File: src/rtl/assl_pkg.sv
// constants, register map and types of the audio sync source selector
package assl_pkg;

	// ==========================================================
	// clock and sample rates
	localparam int CLK_HZ = 20000000;
	localparam int FS_48K_HZ = 48000;
	localparam int FS_44K1_HZ = 44100;
	localparam int FS_96K_HZ = 96000;
	localparam int FS_88K2_HZ = 88200;
	localparam int DIV_W = 9;
	localparam logic [DIV_W-1:0] HALF_48 = DIV_W'(CLK_HZ / (2 * FS_48K_HZ));
	localparam logic [DIV_W-1:0] HALF_44 = DIV_W'(CLK_HZ / (2 * FS_44K1_HZ));
	localparam logic [DIV_W-1:0] HALF_96 = DIV_W'(CLK_HZ / (2 * FS_96K_HZ));
	localparam logic [DIV_W-1:0] HALF_88 = DIV_W'(CLK_HZ / (2 * FS_88K2_HZ));
	localparam logic [1:0] RATE_48 = 2'h0;
	localparam logic [1:0] RATE_44 = 2'h1;
	localparam logic [1:0] RATE_96 = 2'h2;
	localparam logic [1:0] RATE_88 = 2'h3;
	localparam logic [3:0] HOLD_CYC = 4'h4;

	// ==========================================================
	// source codes
	localparam int N_SRC = 9;
	localparam int SRC_W = 4;
	localparam logic [3:0] SRC_INT = 4'h0;
	localparam logic [3:0] SRC_WC1 = 4'h1;
	localparam logic [3:0] SRC_WC2 = 4'h2;
	localparam logic [3:0] SRC_MADI_A = 4'h3;
	localparam logic [3:0] SRC_MADI_B = 4'h4;
	localparam logic [3:0] SRC_AES_TP = 4'h5;
	localparam logic [3:0] SRC_AES1 = 4'h6;
	localparam logic [3:0] SRC_AES2 = 4'h7;
	localparam logic [3:0] SRC_VIDEO = 4'h8;

	// ==========================================================
	// register map
	localparam int ADDR_W = 12;
	localparam logic [11:0] OFS_CTRL = 12'h000;
	localparam logic [11:0] OFS_COAX = 12'h004;
	localparam logic [11:0] OFS_STAT = 12'h008;
	localparam logic [31:0] CTRL_RST = 32'h0000_0000;
	localparam logic [31:0] COAX_RST = 32'h0000_0000;
	localparam logic [31:0] CTRL_MASK = 32'h0000_7FFF;
	localparam logic [31:0] COAX_MASK = 32'h0000_000F;
	localparam int CTL_S1_LSB = 0;
	localparam int CTL_S2_LSB = 4;
	localparam int CTL_S1_EN = 8;
	localparam int CTL_S2_EN = 9;
	localparam int CTL_RATE_LSB = 10;
	localparam int CTL_JIT = 12;
	localparam int CTL_C2OUT = 13;
	localparam int CTL_C2FALL = 14;
	localparam int CX_C1_FALL = 0;
	localparam int CX_C1_TERM = 1;
	localparam int CX_C2_FALL = 2;
	localparam int CX_C2_TERM = 3;
	localparam int STS_REF_LSB = 0;
	localparam int STS_SRC_LSB = 2;
	localparam int STS_PLL = 6;
	localparam int STS_C2OE = 7;
	localparam int STS_VLD_LSB = 8;

	// ==========================================================
	// types
	typedef enum logic [1:0] {
		REF_INT = 2'b00,
		REF_S1 = 2'b01,
		REF_S2 = 2'b10
	} assl_ref_t;

	typedef enum logic [1:0] {
		ST_RUN = 2'b00,
		ST_PARK = 2'b01,
		ST_HOLD = 2'b10
	} assl_state_t;

endpackage

File: src/rtl/assl_edge_tap.sv
// synchroniser and edge picker for one reference input
`timescale 1ns/1ps
module assl_edge_tap import assl_pkg::*; (
	// clock and reset
	input wire logic clk,
	input wire logic rst_n,
	// pin and edge choice
	input wire logic pin,
	input wire logic fall_sel,
	// edge pulse
	output logic edge_pulse
);
	logic m_q, s_q, p_q;

	always_ff @(posedge clk) begin
		if (!rst_n) begin
			m_q <= 1'b0;
			s_q <= 1'b0;
			p_q <= 1'b0;
		end else begin
			m_q <= pin;
			s_q <= m_q;
			p_q <= s_q;
		end
	end

	assign edge_pulse = fall_sel ? (p_q & ~s_q) : (s_q & ~p_q);

	// ==========================================================
	// checks
	edge_fall_a: assert property (
		@(posedge clk) disable iff (!rst_n)
		($fell(s_q) && fall_sel) |-> edge_pulse)
		else $error("falling edge missed");
	edge_rise_a: assert property (
		@(posedge clk) disable iff (!rst_n)
		($fell(s_q) && !fall_sel) |-> !edge_pulse)
		else $error("falling edge taken in rising mode");
endmodule

File: src/rtl/assl_sync_selector.sv
// sync source selector with failover and glitch-free clock switch
`timescale 1ns/1ps
module assl_sync_selector import assl_pkg::*; (
	// clock and reset
	input wire logic clk,
	input wire logic rst_n,
	// apb slave
	input wire logic psel,
	input wire logic penable,
	input wire logic pwrite,
	input wire logic [ADDR_W-1:0] paddr,
	input wire logic [31:0] pwdata,
	output logic [31:0] prdata,
	output logic pready,
	output logic pslverr,
	// reference receivers
	input wire logic [N_SRC-1:1] ref_pin,
	input wire logic [N_SRC-1:1] src_valid,
	// clock outputs
	output logic sys_clk,
	output logic [SRC_W-1:0] ref_src,
	output logic [1:0] ref_active,
	output logic [1:0] rate_sel,
	output logic wide_range_pll,
	// coaxial controls
	output logic coax1_term,
	output logic coax2_term,
	output logic coax2_out,
	output logic coax2_oe
);

	// ==========================================================
	// functions
	function automatic logic is_coax2(input logic [SRC_W-1:0] s);
		is_coax2 = (s == SRC_WC2) || (s == SRC_AES2);
	endfunction

	function automatic logic is_coax1(input logic [SRC_W-1:0] s);
		is_coax1 = (s == SRC_WC1) || (s == SRC_AES1) || (s == SRC_VIDEO);
	endfunction

	function automatic logic src_ok(input logic [SRC_W-1:0] s,
		input logic [N_SRC-1:0] v);
		src_ok = (s < SRC_W'(N_SRC)) && v[s];
	endfunction

	function automatic logic [DIV_W-1:0] half_cnt(input logic [1:0] r);
		case (r)
			RATE_48: half_cnt = HALF_48;
			RATE_44: half_cnt = HALF_44;
			RATE_96: half_cnt = HALF_96;
			RATE_88: half_cnt = HALF_88;
			default: half_cnt = HALF_48;
		endcase
	endfunction

	// ==========================================================
	// registers and state
	logic [31:0] ctrl_q, coax_q, prdata_q;
	logic pready_q, pslverr_q;
	logic [N_SRC-1:1] vld_m_q, vld_s_q;
	logic [DIV_W-1:0] div_q;
	assl_state_t state_q;
	assl_ref_t cur_ref_q;
	logic [SRC_W-1:0] cur_src_q;
	logic [3:0] hold_q;
	logic sys_clk_q, pll_q, c2_out_q, c2_oe_q;

	// ==========================================================
	// apb decode
	wire acc_w = psel & penable & ~pready_q;
	wire done_w = psel & penable & pready_q;
	wire wr_w = done_w & pwrite;
	wire hit_ctrl_w = (paddr == OFS_CTRL);
	wire hit_coax_w = (paddr == OFS_COAX);
	wire hit_stat_w = (paddr == OFS_STAT);
	wire map_w = hit_ctrl_w | hit_coax_w | hit_stat_w;

	// ==========================================================
	// configuration fields
	// nine source codes
	wire [SRC_W-1:0] s1_sel_w = ctrl_q[CTL_S1_LSB +: SRC_W];
	wire [SRC_W-1:0] s2_sel_w = ctrl_q[CTL_S2_LSB +: SRC_W];
	wire s1_en_w = ctrl_q[CTL_S1_EN];
	wire s2_en_w = ctrl_q[CTL_S2_EN];
	wire [1:0] rate_w = ctrl_q[CTL_RATE_LSB +: 2];
	wire jit_w = ctrl_q[CTL_JIT];
	wire c2_req_w = ctrl_q[CTL_C2OUT];
	wire c2_fall_w = ctrl_q[CTL_C2FALL];
	wire [N_SRC-1:0] vld_w = {vld_s_q, 1'b1};

	// ==========================================================
	// source priority
	// source one first
	wire s1_ok_w = s1_en_w & src_ok(s1_sel_w, vld_w);
	wire s2_ok_w = s2_en_w & src_ok(s2_sel_w, vld_w);
	wire [1:0] want_ref_w = s1_ok_w ? REF_S1 : (s2_ok_w ? REF_S2 : REF_INT);
	wire [SRC_W-1:0] want_src_w = s1_ok_w ? s1_sel_w :
		(s2_ok_w ? s2_sel_w : SRC_INT);
	wire change_w = (want_ref_w != cur_ref_q) || (want_src_w != cur_src_q);
	wire cur_ok_w = src_ok(cur_src_q, vld_w);
	wire hold_done_w = (hold_q == 4'h0);

	// coax two chosen by a selector
	wire c2_chosen_w = (s1_en_w & is_coax2(s1_sel_w)) |
		(s2_en_w & is_coax2(s2_sel_w));

	// ==========================================================
	// edge taps
	// internal generator, all four rates
	wire int_tick_w = (div_q == '0);
	logic [N_SRC-1:0] tick_w;
	assign tick_w[0] = int_tick_w;

	genvar g;
	generate
		for (g = 1; g < N_SRC; g++) begin : g_tap
			wire fall_w = (is_coax1(SRC_W'(g)) & coax_q[CX_C1_FALL]) |
				(is_coax2(SRC_W'(g)) & coax_q[CX_C2_FALL]);
			assl_edge_tap u_tap (
				.clk(clk),
				.rst_n(rst_n),
				.pin(ref_pin[g]),
				.fall_sel(fall_w),
				.edge_pulse(tick_w[g])
			);
		end
	endgenerate

	wire cur_tick_w = tick_w[cur_src_q];

	// ==========================================================
	// read mux
	wire [31:0] stat_w = (32'(cur_ref_q) << STS_REF_LSB) |
		(32'(cur_src_q) << STS_SRC_LSB) |
		(32'(pll_q) << STS_PLL) |
		(32'(c2_oe_q) << STS_C2OE) |
		(32'(vld_w) << STS_VLD_LSB);
	wire [31:0] rdata_w = hit_ctrl_w ? ctrl_q :
		(hit_coax_w ? coax_q : (hit_stat_w ? stat_w : 32'h0000_0000));

	// ==========================================================
	// apb slave
	always_ff @(posedge clk) begin
		if (!rst_n) begin
			pready_q <= 1'b0;
			pslverr_q <= 1'b0;
			prdata_q <= 32'h0000_0000;
		end else begin
			pready_q <= acc_w;
			pslverr_q <= acc_w & ~map_w;
			if (acc_w) begin
				prdata_q <= rdata_w;
			end
		end
	end

	always_ff @(posedge clk) begin
		if (!rst_n) begin
			ctrl_q <= CTRL_RST;
			coax_q <= COAX_RST;
		end else if (wr_w) begin
			if (hit_ctrl_w) begin
				ctrl_q <= pwdata & CTRL_MASK;
			end
			if (hit_coax_w) begin
				coax_q <= pwdata & COAX_MASK;
			end
		end
	end

	// ==========================================================
	// valid synchroniser
	always_ff @(posedge clk) begin
		if (!rst_n) begin
			vld_m_q <= '0;
			vld_s_q <= '0;
		end else begin
			vld_m_q <= src_valid;
			vld_s_q <= vld_m_q;
		end
	end

	// ==========================================================
	// internal generator
	// half period from rate
	always_ff @(posedge clk) begin
		if (!rst_n) begin
			div_q <= '0;
		end else if (int_tick_w) begin
			div_q <= half_cnt(rate_w) - DIV_W'(1);
		end else begin
			div_q <= div_q - DIV_W'(1);
		end
	end

	// ==========================================================
	// switch state machine
	// park low, hold, then switch
	always_ff @(posedge clk) begin
		if (!rst_n) begin
			state_q <= ST_RUN;
			cur_ref_q <= REF_INT;
			cur_src_q <= SRC_INT;
			hold_q <= 4'h0;
			sys_clk_q <= 1'b0;
		end else begin
			case (state_q)
				ST_RUN: begin
					if (change_w) begin
						state_q <= ST_PARK;
					end else if (cur_tick_w) begin
						sys_clk_q <= ~sys_clk_q;
					end
				end
				ST_PARK: begin
					if (!sys_clk_q) begin
						state_q <= ST_HOLD;
						hold_q <= HOLD_CYC;
					end else if (cur_tick_w || !cur_ok_w) begin
						sys_clk_q <= 1'b0;
					end
				end
				ST_HOLD: begin
					if (hold_done_w) begin
						state_q <= ST_RUN;
						cur_ref_q <= assl_ref_t'(want_ref_w);
						cur_src_q <= want_src_w;
					end else begin
						hold_q <= hold_q - 4'h1;
					end
				end
				default: begin
					state_q <= ST_RUN;
				end
			endcase
		end
	end

	// ==========================================================
	// pll and coax two output
	always_ff @(posedge clk) begin
		if (!rst_n) begin
			pll_q <= 1'b0;
			c2_oe_q <= 1'b0;
			c2_out_q <= 1'b0;
		end else begin
			pll_q <= jit_w & (cur_src_q != SRC_VIDEO);
			c2_oe_q <= c2_req_w & ~c2_chosen_w;
			c2_out_q <= (c2_req_w & ~c2_chosen_w) & (sys_clk_q ^ c2_fall_w);
		end
	end

	// ==========================================================
	// outputs
	assign prdata = prdata_q;
	assign pready = pready_q;
	assign pslverr = pslverr_q;
	assign sys_clk = sys_clk_q;
	assign ref_src = cur_src_q;
	assign ref_active = cur_ref_q;
	assign rate_sel = ctrl_q[CTL_RATE_LSB +: 2];
	assign wide_range_pll = pll_q;
	assign coax1_term = coax_q[CX_C1_TERM];
	assign coax2_term = coax_q[CX_C2_TERM];
	assign coax2_out = c2_out_q;
	assign coax2_oe = c2_oe_q;

	// ==========================================================
	// checks
	master_hold_a: assert property (
		@(posedge clk) disable iff (!rst_n)
		(state_q == ST_RUN && cur_ref_q == REF_S1 && s1_ok_w
		&& cur_src_q == s1_sel_w) |=> cur_ref_q == REF_S1)
		else $error("master source dropped while valid");
	failover_two_a: assert property (
		@(posedge clk) disable iff (!rst_n)
		(state_q == ST_HOLD && hold_done_w && !s1_ok_w && s2_ok_w)
		|=> cur_ref_q == REF_S2 && cur_src_q == $past(s2_sel_w))
		else $error("no switch to source two");
	fallback_int_a: assert property (
		@(posedge clk) disable iff (!rst_n)
		(state_q == ST_HOLD && hold_done_w && !s1_ok_w && !s2_ok_w)
		|=> cur_ref_q == REF_INT && cur_src_q == SRC_INT)
		else $error("no fall back to internal");
	int_period_a: assert property (
		@(posedge clk) disable iff (!rst_n)
		(int_tick_w && rate_w == RATE_96) ##1 (rate_w == RATE_96)
		|-> div_q == HALF_96 - DIV_W'(1))
		else $error("internal divider reload wrong");
	pll_video_a: assert property (
		@(posedge clk) disable iff (!rst_n)
		1'b1 |=> pll_q == ($past(jit_w) && $past(cur_src_q) != SRC_VIDEO))
		else $error("wide range pll state wrong");
	coax2_out_a: assert property (
		@(posedge clk) disable iff (!rst_n)
		c2_chosen_w |=> !c2_oe_q && !c2_out_q)
		else $error("coax two driven while chosen");
	coax2_phase_a: assert property (
		@(posedge clk) disable iff (!rst_n)
		c2_oe_q |-> c2_out_q == ($past(sys_clk_q) ^ $past(c2_fall_w)))
		else $error("coax two phase wrong");
	term_follow_a: assert property (
		@(posedge clk) disable iff (!rst_n)
		(wr_w && hit_coax_w) |=> coax1_term == $past(pwdata[CX_C1_TERM])
		&& coax2_term == $past(pwdata[CX_C2_TERM]))
		else $error("termination not updated");
	switch_start_a: assert property (
		@(posedge clk) disable iff (!rst_n)
		(state_q == ST_RUN && change_w) |=> state_q == ST_PARK
		&& sys_clk_q == $past(sys_clk_q))
		else $error("switch not started cleanly");
	park_low_a: assert property (
		@(posedge clk) disable iff (!rst_n)
		(state_q == ST_PARK && !sys_clk_q) |=> state_q == ST_HOLD
		##1 (!sys_clk_q && state_q == ST_HOLD) [*4])
		else $error("clock not held low over switch");
	apb_ready_a: assert property (
		@(posedge clk) disable iff (!rst_n)
		acc_w |=> pready_q ##1 !pready_q)
		else $error("apb ready not one cycle");

	failover_c: cover property (@(posedge clk) disable iff (!rst_n)
		cur_ref_q == REF_S1 ##[1:200] cur_ref_q == REF_S2);
	return_c: cover property (@(posedge clk) disable iff (!rst_n)
		cur_ref_q == REF_S2 ##[1:200] cur_ref_q == REF_S1);
	internal_c: cover property (@(posedge clk) disable iff (!rst_n)
		cur_ref_q == REF_S2 ##[1:200] cur_ref_q == REF_INT);
	coax2_drive_c: cover property (@(posedge clk) disable iff (!rst_n)
		c2_oe_q && $rose(c2_out_q));
endmodule

File: config.mk
export PLATFORM = sky130hd
export DESIGN_NAME = assl_sync_selector
export DESIGN_NICKNAME = d
export VERILOG_FILES = /design/src/rtl/assl_pkg.sv /design/src/rtl/assl_edge_tap.sv /design/src/rtl/assl_sync_selector.sv
export SDC_FILE = /design/constraint.sdc
export NUM_CORES = 1
export LEC_CHECK = 0
export ABC_AREA = 1
export BUFFER_PORTS_ARGS = -buffer_cell sky130_fd_sc_hd__buf_2
export CORE_MARGIN = 4
export CORE_UTILIZATION = 30
export DETAILED_ROUTE_END_ITERATION = 12
export PLACE_DENSITY = 0.56
export SLEW_MARGIN = 5
export SYNTH_ARGS = -nofsm -noshare
export SYNTH_HDL_FRONTEND = slang
export SYNTH_SLANG_ARGS = --single-unit
File: constraint.sdc
create_clock -name clk -period 4.5 [get_ports clk]
set_clock_uncertainty 0.05 [all_clocks]
set_input_delay 0.45 -clock clk [delete_from_list [all_inputs] [get_ports clk]]
set_output_delay 0.45 -clock clk [all_outputs]
set_load 0.02 [all_outputs]
==> results of run 1 <==
-- flip-flops by register name, summed over array words and instances (netlist names), 4 cells and up --
name and count:
g_tap.u_tap.m_q 8, prdata 17, hold_q 4, coax_q 4
g_tap.u_tap.s_q 8, ref_src 4, vld_s_q 8, ctrl_q 15
vld_m_q 8, g_tap.u_tap.p_q 8, div_q 9
-- layer usage --
| metal | up-vias | share of wire [%] |
|---|---|---|
| met5 | - | 0 |
| met4 | 0 | 1.7 |
| met3 | 14 | 7.3 |
| met2 | 98 | 43 |
| met1 | 1722 | 48 |
| li1 | 2157 | - |
-- layout make-up --
class                           count  area share [%]
Sequential cell                   103           37.82
Multi-Input combinational cell    396           36.12
Inverter                          118           8.146
Timing Repair Buffer               83           7.756
Tap cell                          211           4.842
Clock buffer                        9           4.130
Clock inverter                      7           1.193
-- worst max-delay path by stage --
stage          startpoint    endpoint
3_5_place_dp     paddr[5]   ctrl_q[1]
4_1_cts          paddr[5]   ctrl_q[1]
3_3_place_gp     paddr[5]   ctrl_q[1]
6_report         paddr[5]   ctrl_q[1]
2_1_floorplan    paddr[5]  ctrl_q[12]
5_1_grt          paddr[9]   ctrl_q[1]
-- metrics by stage --
step           instances  util [%]  setup slack, ps  cell area [um^2]  hold WS [ps]
6_report             927     35.74             2062              5453         213.4
5_1_grt              927     35.74             1668              5453         208.7
3_3_place_gp         911     33.83             1686              5162         343.0
4_1_cts              927     35.74             2045              5453         195.8
2_1_floorplan        663         -             2697              4752         336.4
3_5_place_dp         911     33.83             1652              5162         345.3
-- logic make-up (layout without fill, tap and decap cells) --
kind of cell	count (synthesis)	count (layout)	share of synthesized area, %
AND/OR/NAND/NOR	242	242	22.39
buffers and inverters	164	217	15.39
AO/OA/AOI/OAI	129	129	15.92
flip-flops	103	103	43.88
adder cells (fa/ha/maj)	6	6	1.597
XOR/XNOR	4	4	0.7456
other	1	15	0.07980
-- placed cells by master, fill, tap and decap left out, types with 2 or more instances in the layout --
master     netlist  final
a21oi_1         44     44
a31oi_1          6      6
buf_2            4     80
buf_4           23      3
clkbuf_16        0      9
clkinv_4         0      2
conb_1           1     15
dfxtp_1        103    103
ha_1             6      6
inv_1          110    110
inv_2            6      6
inv_6            0      2
inv_8            0      2
nand2_1        142    142
nand2_2          4      4
nand3_1         32     32
nand4_1          6      6
nor2_1          36     35
nor2_2           3      4
nor3_1           6      6
nor4_1           3      3
o2111ai_1        3      3
o211ai_1        13     13
o21ai_0         47     47
o221ai_1         6      6
o22ai_1          6      6
or2_2            4      4
xnor2_1          2      2
xor2_1           2      2
-- power by group through the flow --
stage / clock (W) / combinational [W] / sequential, W
4_1_cts: 0.000792 / 0.000436 / 0.00103
3_3_place_gp: 0 / 0.000432 / 0.00105
6_report: 0.000767 / 0.000428 / 0.00103
3_5_place_dp: 0 / 0.000435 / 0.00105
2_1_floorplan: 0 / 0.000336 / 0.00105
5_1_grt: 0.000832 / 0.000498 / 0.00104
-- tightest hold or removal path, cell delays in order --
cell and delay, ps:
buf_2 70, nand2_1 40, inv_1 40
-- Yosys cell counts, drive strengths merged --
cell	count
nand2	147
inv	116
dfxtp	103
o21ai	47
a21oi	45
nor2	40
nand3	33
buf	31
clkbuf	15
o211ai	13
a31oi	6
ha	6
nand4	6
nor3	6
o221ai	6
o22ai	6
nor4	4
or2	4
o2111ai	3
clkinv	2
xnor2	2
xor2	2
a21boi	1
a31o	1
conb	1
nand3b	1
nor3b	1
o311ai	1
==> results.toml, run 1 <==
[timing]
rsz0062_at_grt = "no"
slew_headroom_pct = 46.41
setup_viol = 0
tightest_slew_ps = 803.8
hold_viol_final = 0
slew_violations = 0
tns_ps = 0
finalCriticalPeriod_ps = 2438
max_freq_mhz = 410.2
min_period_over_period_pct = 54.18

[grt]
grt_first_pass_wirelength_um = 19020
grt_antenna_before_repair = 0
grt_max_degree = 84
met2_usage_pct = 20.63
grt_pass1_vias = 3685
met1_usage_pct = 18.06
overflow = 0
busiest_layer = "met2"
grt.total_usage_pct = 13.62
met3_usage_pct = 4.607

[drt]
antenna_left = 0
wl_per_cell_um = 12.69
via_per_inst = 4.305
drt_wl_total_um = 11770
drc = 0
firstDrtPassIters = 5
drt_iter0_markers = 247
num_vias = 3991

[worst_setup_path]
cp.depth = 12
reg2reg_to = "sys_clk"
worstPathArrival_ps = 2620
cp_max_fo = 23
r2r-start = "ref_src[1]"
critPathMaxStageDelay_ps = 440
cpLargestDelayFamily = "simple AND/OR/NAND/NOR gates"
cp.required_ps = 4680
critical_path_class = "input pin to flop"
start_kind = "input pin"
critPathCaptureType = "flop"
reg2reg_slack_ps = 2400
r2r_cells = 9
cp_cell_sequence = "buf_2 > nor4_1 > nand2_1 > inv_1 > nand2_1 > inv_2 > nand2_2 > inv_2 > nand2_1 > buf_4 > o21ai_0 > a21oi_1"
slowest_stage = "nand2_1"
crit_buf_inv = 5
critPathMostFrequentCell = "nand2_1"

[placement]
gp_congestion = 0.8628
post-dp-hpwl_um = 8602
port_buffers = 80

[yosys]
ys_seq_elements = 103
seq_area_frac_synth_pct = 43.88
synth_warnings = 0
syn_area_mm2 = 0.004700
synthTopCellsByArea = "dfxtp_1 44%, nand2_1 11%, inv_1 8.8%"
avgSynthCellArea_um2 = 7.241
synth_top_area_share_pct = 43.88
netlist_instances = 649
synth_top_area_cell = "dfxtp_1"
yosysUniqueCellTypes = 40

[flow_run]
cap_violations = 0

[pwr]
switching_share_pct = 31.72
ir_drop_uv = 230.0
fin_total_pwr_w = 0.002226
p_int_w = 0.001520
switching_power_w = 0.0007062
p_leak_nw = 2.649
power.density_mw_per_mm2 = 408.3
pwr-share-clk_pct = 34.4
power_frac_comb_pct = 19.2
seqPwrFrac_pct = 46.3

[outcome]
outcome = "finished clean"

[die]
start_util_pct = 30.80
rows = 45
dieWidth_um = 133.2
die-area_mm2 = 0.01773
fp.coreArea_mm2 = 0.01526
die_h_um = 133.2
ios = 113

[cts]
insertion_delay_ps = 360
cts_max_level = 3
cts-root-buf = "clkbuf_16"
hold_buffers = 0
post_cts_resized = 0
cts.reportedPaths.clkPinSlew_ps = 70
clk_path_buf_depth = 2
cts.sinks = 103
post-cts-setup-buffer-count = 0
cts_buffers = 9
cts_tree = "built"

[hold_path]
whs_endpoint = "g_tap[3].u_tap.m_q"
min_from = "ref_pin[3]"
min_path_type = "input pin to flop"
holdPathStages = 3

[cells_and_area]
fin_nets = 782
syn2layout_area_growth_pct = 16.03
drive_above_1_share_pct = 17.32
multi_input_area_mm2 = 0.001969
final-seq-area_mm2 = 0.002062
n_antenna_cell = 0
fillerInstances = 1678
No activity file was read; power rests on OpenSTA's default activity.
==> run 2: changes to the inputs <==
--- a/config.mk
+++ b/config.mk
@@ -10,7 +10,7 @@
 export CORE_MARGIN = 4
 export CORE_UTILIZATION = 30
 export DETAILED_ROUTE_END_ITERATION = 12
-export PLACE_DENSITY = 0.56
+export PLACE_DENSITY = 0.58
 export SLEW_MARGIN = 5
 export SYNTH_ARGS = -nofsm -noshare
 export SYNTH_HDL_FRONTEND = slang
==> constraint.sdc (replaced) <==
create_clock -name clk -period 2.1 [get_ports clk]
set_clock_uncertainty 0.05 [all_clocks]
set_input_delay 0.21 -clock clk [delete_from_list [all_inputs] [get_ports clk]]
set_output_delay 0.21 -clock clk [all_outputs]
set_load 0.02 [all_outputs]
==> run 2 against run 1 <==
Die area is the same. Global-route usage shrank 0.31 points. Count of clock-buffer cells in the layout is the same. Flip-flop and latch count is the same. Hold slack lost 130 ps. Via count grew 3.3%. Sequential power grew 110%. Register-to-register slack lost 2300 ps. First-iteration DRC count shrank 3.2%. Critical endpoint is now div_q[7]. Largest cell class unchanged. Largest power group unchanged.
==> results.toml, run 2 (synthesis gave the netlist of run 1 again) <==
[timing]
tightest_slew_ps = 613.7
slew_violations = 0
hold_viol_final = 0
finalCriticalPeriod_ps = 1956
rsz0062_at_grt = "yes"
setup_viol = 0
max_freq_mhz = 511.3
slew_headroom_pct = 59.09
min_period_over_period_pct = 93.13

[cts]
clk_path_buf_depth = 2
cts.sinks = 103
cts_buffers = 9
cts.reportedPaths.clkPinSlew_ps = 70
cts_max_level = 3
cts_tree = "built"
cts-root-buf = "clkbuf_16"
insertion_delay_ps = 350

[die]
dieWidth_um = 133.2
die_h_um = 133.2
ios = 113
start_util_pct = 30.80
rows = 45
die-area_mm2 = 0.01773
fp.coreArea_mm2 = 0.01526

[placement]
post-dp-hpwl_um = 8791
dpl-instance-area_mm2 = 0.005238
port_buffers = 80
gp_congestion = 0.8357

[pwr]
p_int_w = 0.003332
power.density_mw_per_mm2 = 852.7
power_frac_comb_pct = 20.8
ir_drop_uv = 388.0
seqPwrFrac_pct = 45.1
pwr-share-clk_pct = 34.0
p_leak_nw = 2.782
switching_share_pct = 31.70
switching_power_w = 0.001546

[drt]
firstDrtPassIters = 4
num_vias = 4123
antenna_left = 0
wl_met3_um = 708
wl_per_cell_um = 12.45
drt_wl_total_um = 11880
topRoutingLayerUsed = "met4"
drt_iter0_markers = 239
drt-met1-wl_um = 5742
wl_met2_um = 5319
drc = 0
via_per_inst = 4.322

[cells_and_area]
multi_input_area_mm2 = 0.001977
finish.instance_area_mm2 = 0.005722
syn2layout_area_growth_pct = 21.75
layout.cells.most_common_list = "142 x nand2_1, 110 x inv_1, 99 x dfxtp_1"
fin_nets = 809
fin_util_pct = 37.50
drive_above_1_share_pct = 18.98
final_common_cell = "nand2_1"
final-seq-area_mm2 = 0.002069
largest_reg_flops = 17
n_antenna_cell = 0
fillerInstances = 1618

[hold_path]
holdPathStages = 3
min_from = "pwdata[8]"
whs_endpoint = "ctrl_q[8]"
min_path_type = "input pin to flop"

[worst_setup_path]
critical_path_class = "flop to flop"
r2r-start = "div_q[0]"
cp.required_ps = 2340
r2r_cells = 13
worstPathArrival_ps = 2190
start_kind = "flop"
reg2reg_to = "div_q[7]"
cp_max_fo = 3
critPathCaptureType = "flop"
reg2reg_slack_ps = 140

[grt]
grt_pass1_vias = 3741
grt.total_usage_pct = 13.31
grt_first_pass_wirelength_um = 19110
grt_antenna_before_repair = 0
overflow = 0
grt_max_degree = 65

[flow_run]
cap_violations = 0

[outcome]
outcome = "finished clean"
run 2: cell count changes in the layout (fill, tap and decap cells not counted), moves of 2 or more:
| cell | change |
|---|---|
| dlygate4sd3_1 | +16 |
| buf_4 | +11 |
| dfxtp_1 | -4 |
| inv_6 | -2 |
| dfxtp_2 | +3 |
run 2: cell type report:
class,instances,share of cell area [%]
well taps,211,4.614
multi-input cells,396,34.55
clock buffers,9,3.936
inverters,118,7.763
clock inverters,7,1.334
repair buffers,110,11.63
flip-flops and latches,103,36.17
run 2: per-layer routing:
metal,up-vias,GRT usage (%)
met5,-,0
met4,0,3.371
li1,2209,-
met2,105,21.39
met3,9,3.739
met1,1800,17.72
run 2: repair_timing:
item	CTS	global route
setup endpoints to repair	0	3
endpoints found under the hold margin	16	0
resized for setup	0	7
buffers inserted	0	1
hold buffers	16	0
run 2: stage by stage:
step | worst slack (ps) | cells | TNS (ps) | total power [W] | hold WS [ps]
floorplan | 392.2 | 663 | 0 | 0.002964 | 257.6
global placement | 105.0 | 921 | 0 | 0.003228 | 340.6
detailed placement | 76.88 | 921 | 0 | 0.003231 | 341.5
CTS | 54.30 | 953 | 0 | 0.004927 | 75.88
global route | -71.60 | 954 | -92.96 | 0.005157 | 90.67
finish | 144.2 | 954 | 0 | 0.004879 | 82.67
run 2: worst max-delay path by stage:
| stage | start | end | cells past startpoint |
|---|---|---|---|
| finish | div_q[0] | div_q[7] | 13 |
| global route | div_q[0] | div_q[8] | 12 |
| CTS | ctrl_q[0] | sys_clk | 16 |
| detailed placement | ctrl_q[0] | sys_clk | 16 |
| global placement | ctrl_q[0] | sys_clk | 16 |
| floorplan | div_q[4] | div_q[2] | 9 |
run 2: critical path: stages (launching register included):
cell and delay, ps:
dfxtp_1 320, nor2_1 150, nand3_2 120, nor4_4 300, buf_4 180, buf_4 110
nand2_1 60, nand2_1 100, nor2_1 50, nand3_1 140, nor2_1 60, nand2_1 70
o21ai_0 70, a21oi_1 120
run 2: power by group through the flow:
stage                     clock, W  combinational, W  sequential, W
after CTS                  0.00171           0.00101        0.00221
after floorplan                  0          0.000720        0.00224
after global placement           0          0.000980        0.00225
after global routing       0.00178           0.00115        0.00222
final                      0.00166           0.00102        0.00220
after detailed placement         0          0.000981        0.00225
==> run 3: changes to the inputs <==
--- a/config.mk
+++ b/config.mk
@@ -7,11 +7,13 @@
 export LEC_CHECK = 0
 export ABC_AREA = 1
 export BUFFER_PORTS_ARGS = -buffer_cell sky130_fd_sc_hd__buf_2
+export CORE_ASPECT_RATIO = 1.75
 export CORE_MARGIN = 4
 export CORE_UTILIZATION = 30
 export DETAILED_ROUTE_END_ITERATION = 12
-export PLACE_DENSITY = 0.58
+export PLACE_DENSITY = 0.57
 export SLEW_MARGIN = 5
 export SYNTH_ARGS = -nofsm -noshare
 export SYNTH_HDL_FRONTEND = slang
+export SYNTH_HIERARCHICAL = 1
 export SYNTH_SLANG_ARGS = --single-unit
==> run 3 against run 2 <==
Hold slack worse by 72 ps. Flip-flop and latch count unchanged. Count of clock-buffer cells in the layout up 3. Non-clock buffer count up 7. Clock power up 2%. First-iteration DRC count down 1.7%.
==> results.toml, run 3 <==
[outcome]
outcome = "finished clean"

[cts]
cts.reportedPaths.clkPinSlew_ps = 70
cts.sinks = 103
cts_tree = "built"
cts_max_level = 3
insertion_delay_ps = 340
post-cts-setup-buffer-count = 0
cts_buffers = 9
clk_path_buf_depth = 2
cts-root-buf = "clkbuf_16"

[worst_setup_path]
critical_path_class = "flop to flop"
cp.required_ps = 2310
cp_cell_sequence = "nor4_4 > nand3_2 > or2_4 > o21ai_2 > ha_2 > nand2_2 > nor2_4 > inv_2 > nor2_1 > nand2_1 > a21oi_1"
critPathMaxStageDelay_ps = 340
slowest_stage = "dfxtp_2"
cpLargestDelayFamily = "simple AND/OR/NAND/NOR gates"
worstPathArrival_ps = 2140
crit_buf_inv = 1
critPathCaptureType = "flop"
cp_max_fo = 4
start_kind = "flop"

[grt]
grt_antenna_before_repair = 0
grt_max_degree = 85
grt_first_pass_wirelength_um = 21050
overflow = 0
grt_pass1_vias = 4226
grt.total_usage_pct = 14.33

[die]
die-area_mm2 = 0.01838
start_util_pct = 30.62
ios = 113
dieWidth_um = 104.2
fp.coreArea_mm2 = 0.01588
die_h_um = 176.4
rows = 61

[drt]
drt_iter0_markers = 235
wl_met2_um = 7048
drc = 0
drt-met1-wl_um = 4991
via_per_inst = 4.495
wl_per_cell_um = 13.12
firstDrtPassIters = 4
drt_wl_total_um = 12940
wl_met3_um = 569
topRoutingLayerUsed = "met4"
num_vias = 4432
antenna_left = 0

[cells_and_area]
fin_nets = 863
layout.cells.most_common_list = "131 x nand2_1, 129 x inv_1, 97 x dfxtp_1"
drive_above_1_share_pct = 19.82
final-seq-area_mm2 = 0.002074
multi_input_area_mm2 = 0.002137
n_antenna_cell = 0
syn2layout_area_growth_pct = 23.60
largest_reg_flops = 17
layout.cells.non_filler = 986
fillerInstances = 1735
finish.instance_area_mm2 = 0.006008
final_common_cell = "nand2_1"

[timing]
slew_headroom_pct = 65.68
hold_viol_final = 0
min_period_over_period_pct = 92.20
setup_viol = 0
slew_violations = 0
max_freq_mhz = 516.5
finalCriticalPeriod_ps = 1936
tightest_slew_ps = 514.2

[pwr]
power.density_mw_per_mm2 = 920.3
p_leak_nw = 2.993
ir_drop_uv = 348.7

[yosys]
synthFlopType = "dfxtp_1"
synthArstFlopShare_pct = 0
seq_area_frac_synth_pct = 42.42
netlist_instances = 685
ys_seq_elements = 103
synth_top_area_share_pct = 42.42
synthMostInstantiatedCell = "nand2_1"
avgSynthCellArea_um2 = 7.096
synth_warnings = 6
synth_common_cells = "132 x nand2_1, 131 x inv_1, 103 x dfxtp_1, 52 x nand3_1, 47 x nor2_1"
synth_top_area_cell = "dfxtp_1"
yosysUniqueCellTypes = 45
syn_area_mm2 = 0.004861
synthTopCellsByArea = "dfxtp_1 42%, nand2_1 10%, inv_1 10%"
synth-edff-count = 0

[flow_run]
cap_violations = 0

[placement]
post-dp-hpwl_um = 9825
placed_cells = 955
port_buffers = 80
dpl-instance-area_mm2 = 0.005502
gp_congestion = 0.8502

[hold_path]
min_path_type = "input pin to flop"
-- run 3: routing by layer --
metal / vias up / track usage [%]
met5: - / 0
met4: 0 / 5.435
met3: 20 / 2.378
met2: 97 / 28.20
met1: 1962 / 14.96
li1: 2353 / -
-- run 3: cell type report --
type,instances,area share (%)
clock inverter,4,0.8955
sequential,103,34.53
inverter,138,8.684
clock buffer,12,4.269
multi-input combinational,423,35.57
tap,189,3.936
timing repair buffer,117,12.12
-- run 3: cells by family (layout without fill, tap and decap cells) --
| kind of cell | count (synthesis) | after routing | share of synthesized area (%) |
|---|---|---|---|
| other | 1 | 21 | 0.07715 |
| xor gates and xnor gates | 2 | 2 | 0.3604 |
| adders and majority gates | 6 | 6 | 1.544 |
| and+or+nand+nor | 266 | 266 | 24.14 |
| buffers and inverters | 179 | 271 | 15.80 |
| DFF | 103 | 103 | 42.42 |
| AOI/OAI and AO/OA | 128 | 128 | 15.65 |
-- run 3: worst paths after layout --
path | start | endpoint | slack, ps | depth (start not counted)
hold reg to reg | vld_m_q[4] | vld_s_q[4] | 360 | 2
setup reg to reg | div_q[7] | div_q[8] | 160 | 11
setup / recovery | div_q[7] | div_q[8] | 160 | 11
hold / removal | src_valid[4] | vld_m_q[4] | 10 | 3
-- run 3: repair_timing --
item / in CTS / in global routing
pin swaps: 0 / 6
setup endpoints to repair: 1 / 6
hold endpoints to repair: 15 / 0
hold buffers: 15 / 0
resized for setup: 1 / 20
-- run 3: through the flow --
stage          TNS (ps)  total power (W)  worst slack, ps  utilization, %  hold WS, ps
3_5_place_dp          0         0.003783            11.92           34.65        338.4
3_3_place_gp          0         0.003761            60.75           34.65        341.2
4_1_cts               0         0.005538            50.28           37.57       0.8576
6_report              0         0.005530            163.9           37.85        10.31
2_1_floorplan         0         0.003385            141.2               -        253.5
5_1_grt          -4.536         0.005913           -4.536           37.85        13.84
-- run 3: tightest hold or removal path, cell delays in order --
cell	delay, ps
buf_2	70
nand2_1	40
inv_1	40
-- run 3: report_power, final --
group | leakage, nW | internal (W) | switching (W)
sequential | 0.846 | 0.00214 | 0.000150
combinational | 2.00 | 0.000604 | 0.000929
clock | 0.145 | 0.000992 | 0.000713
total | 2.99 | 0.00374 | 0.00179
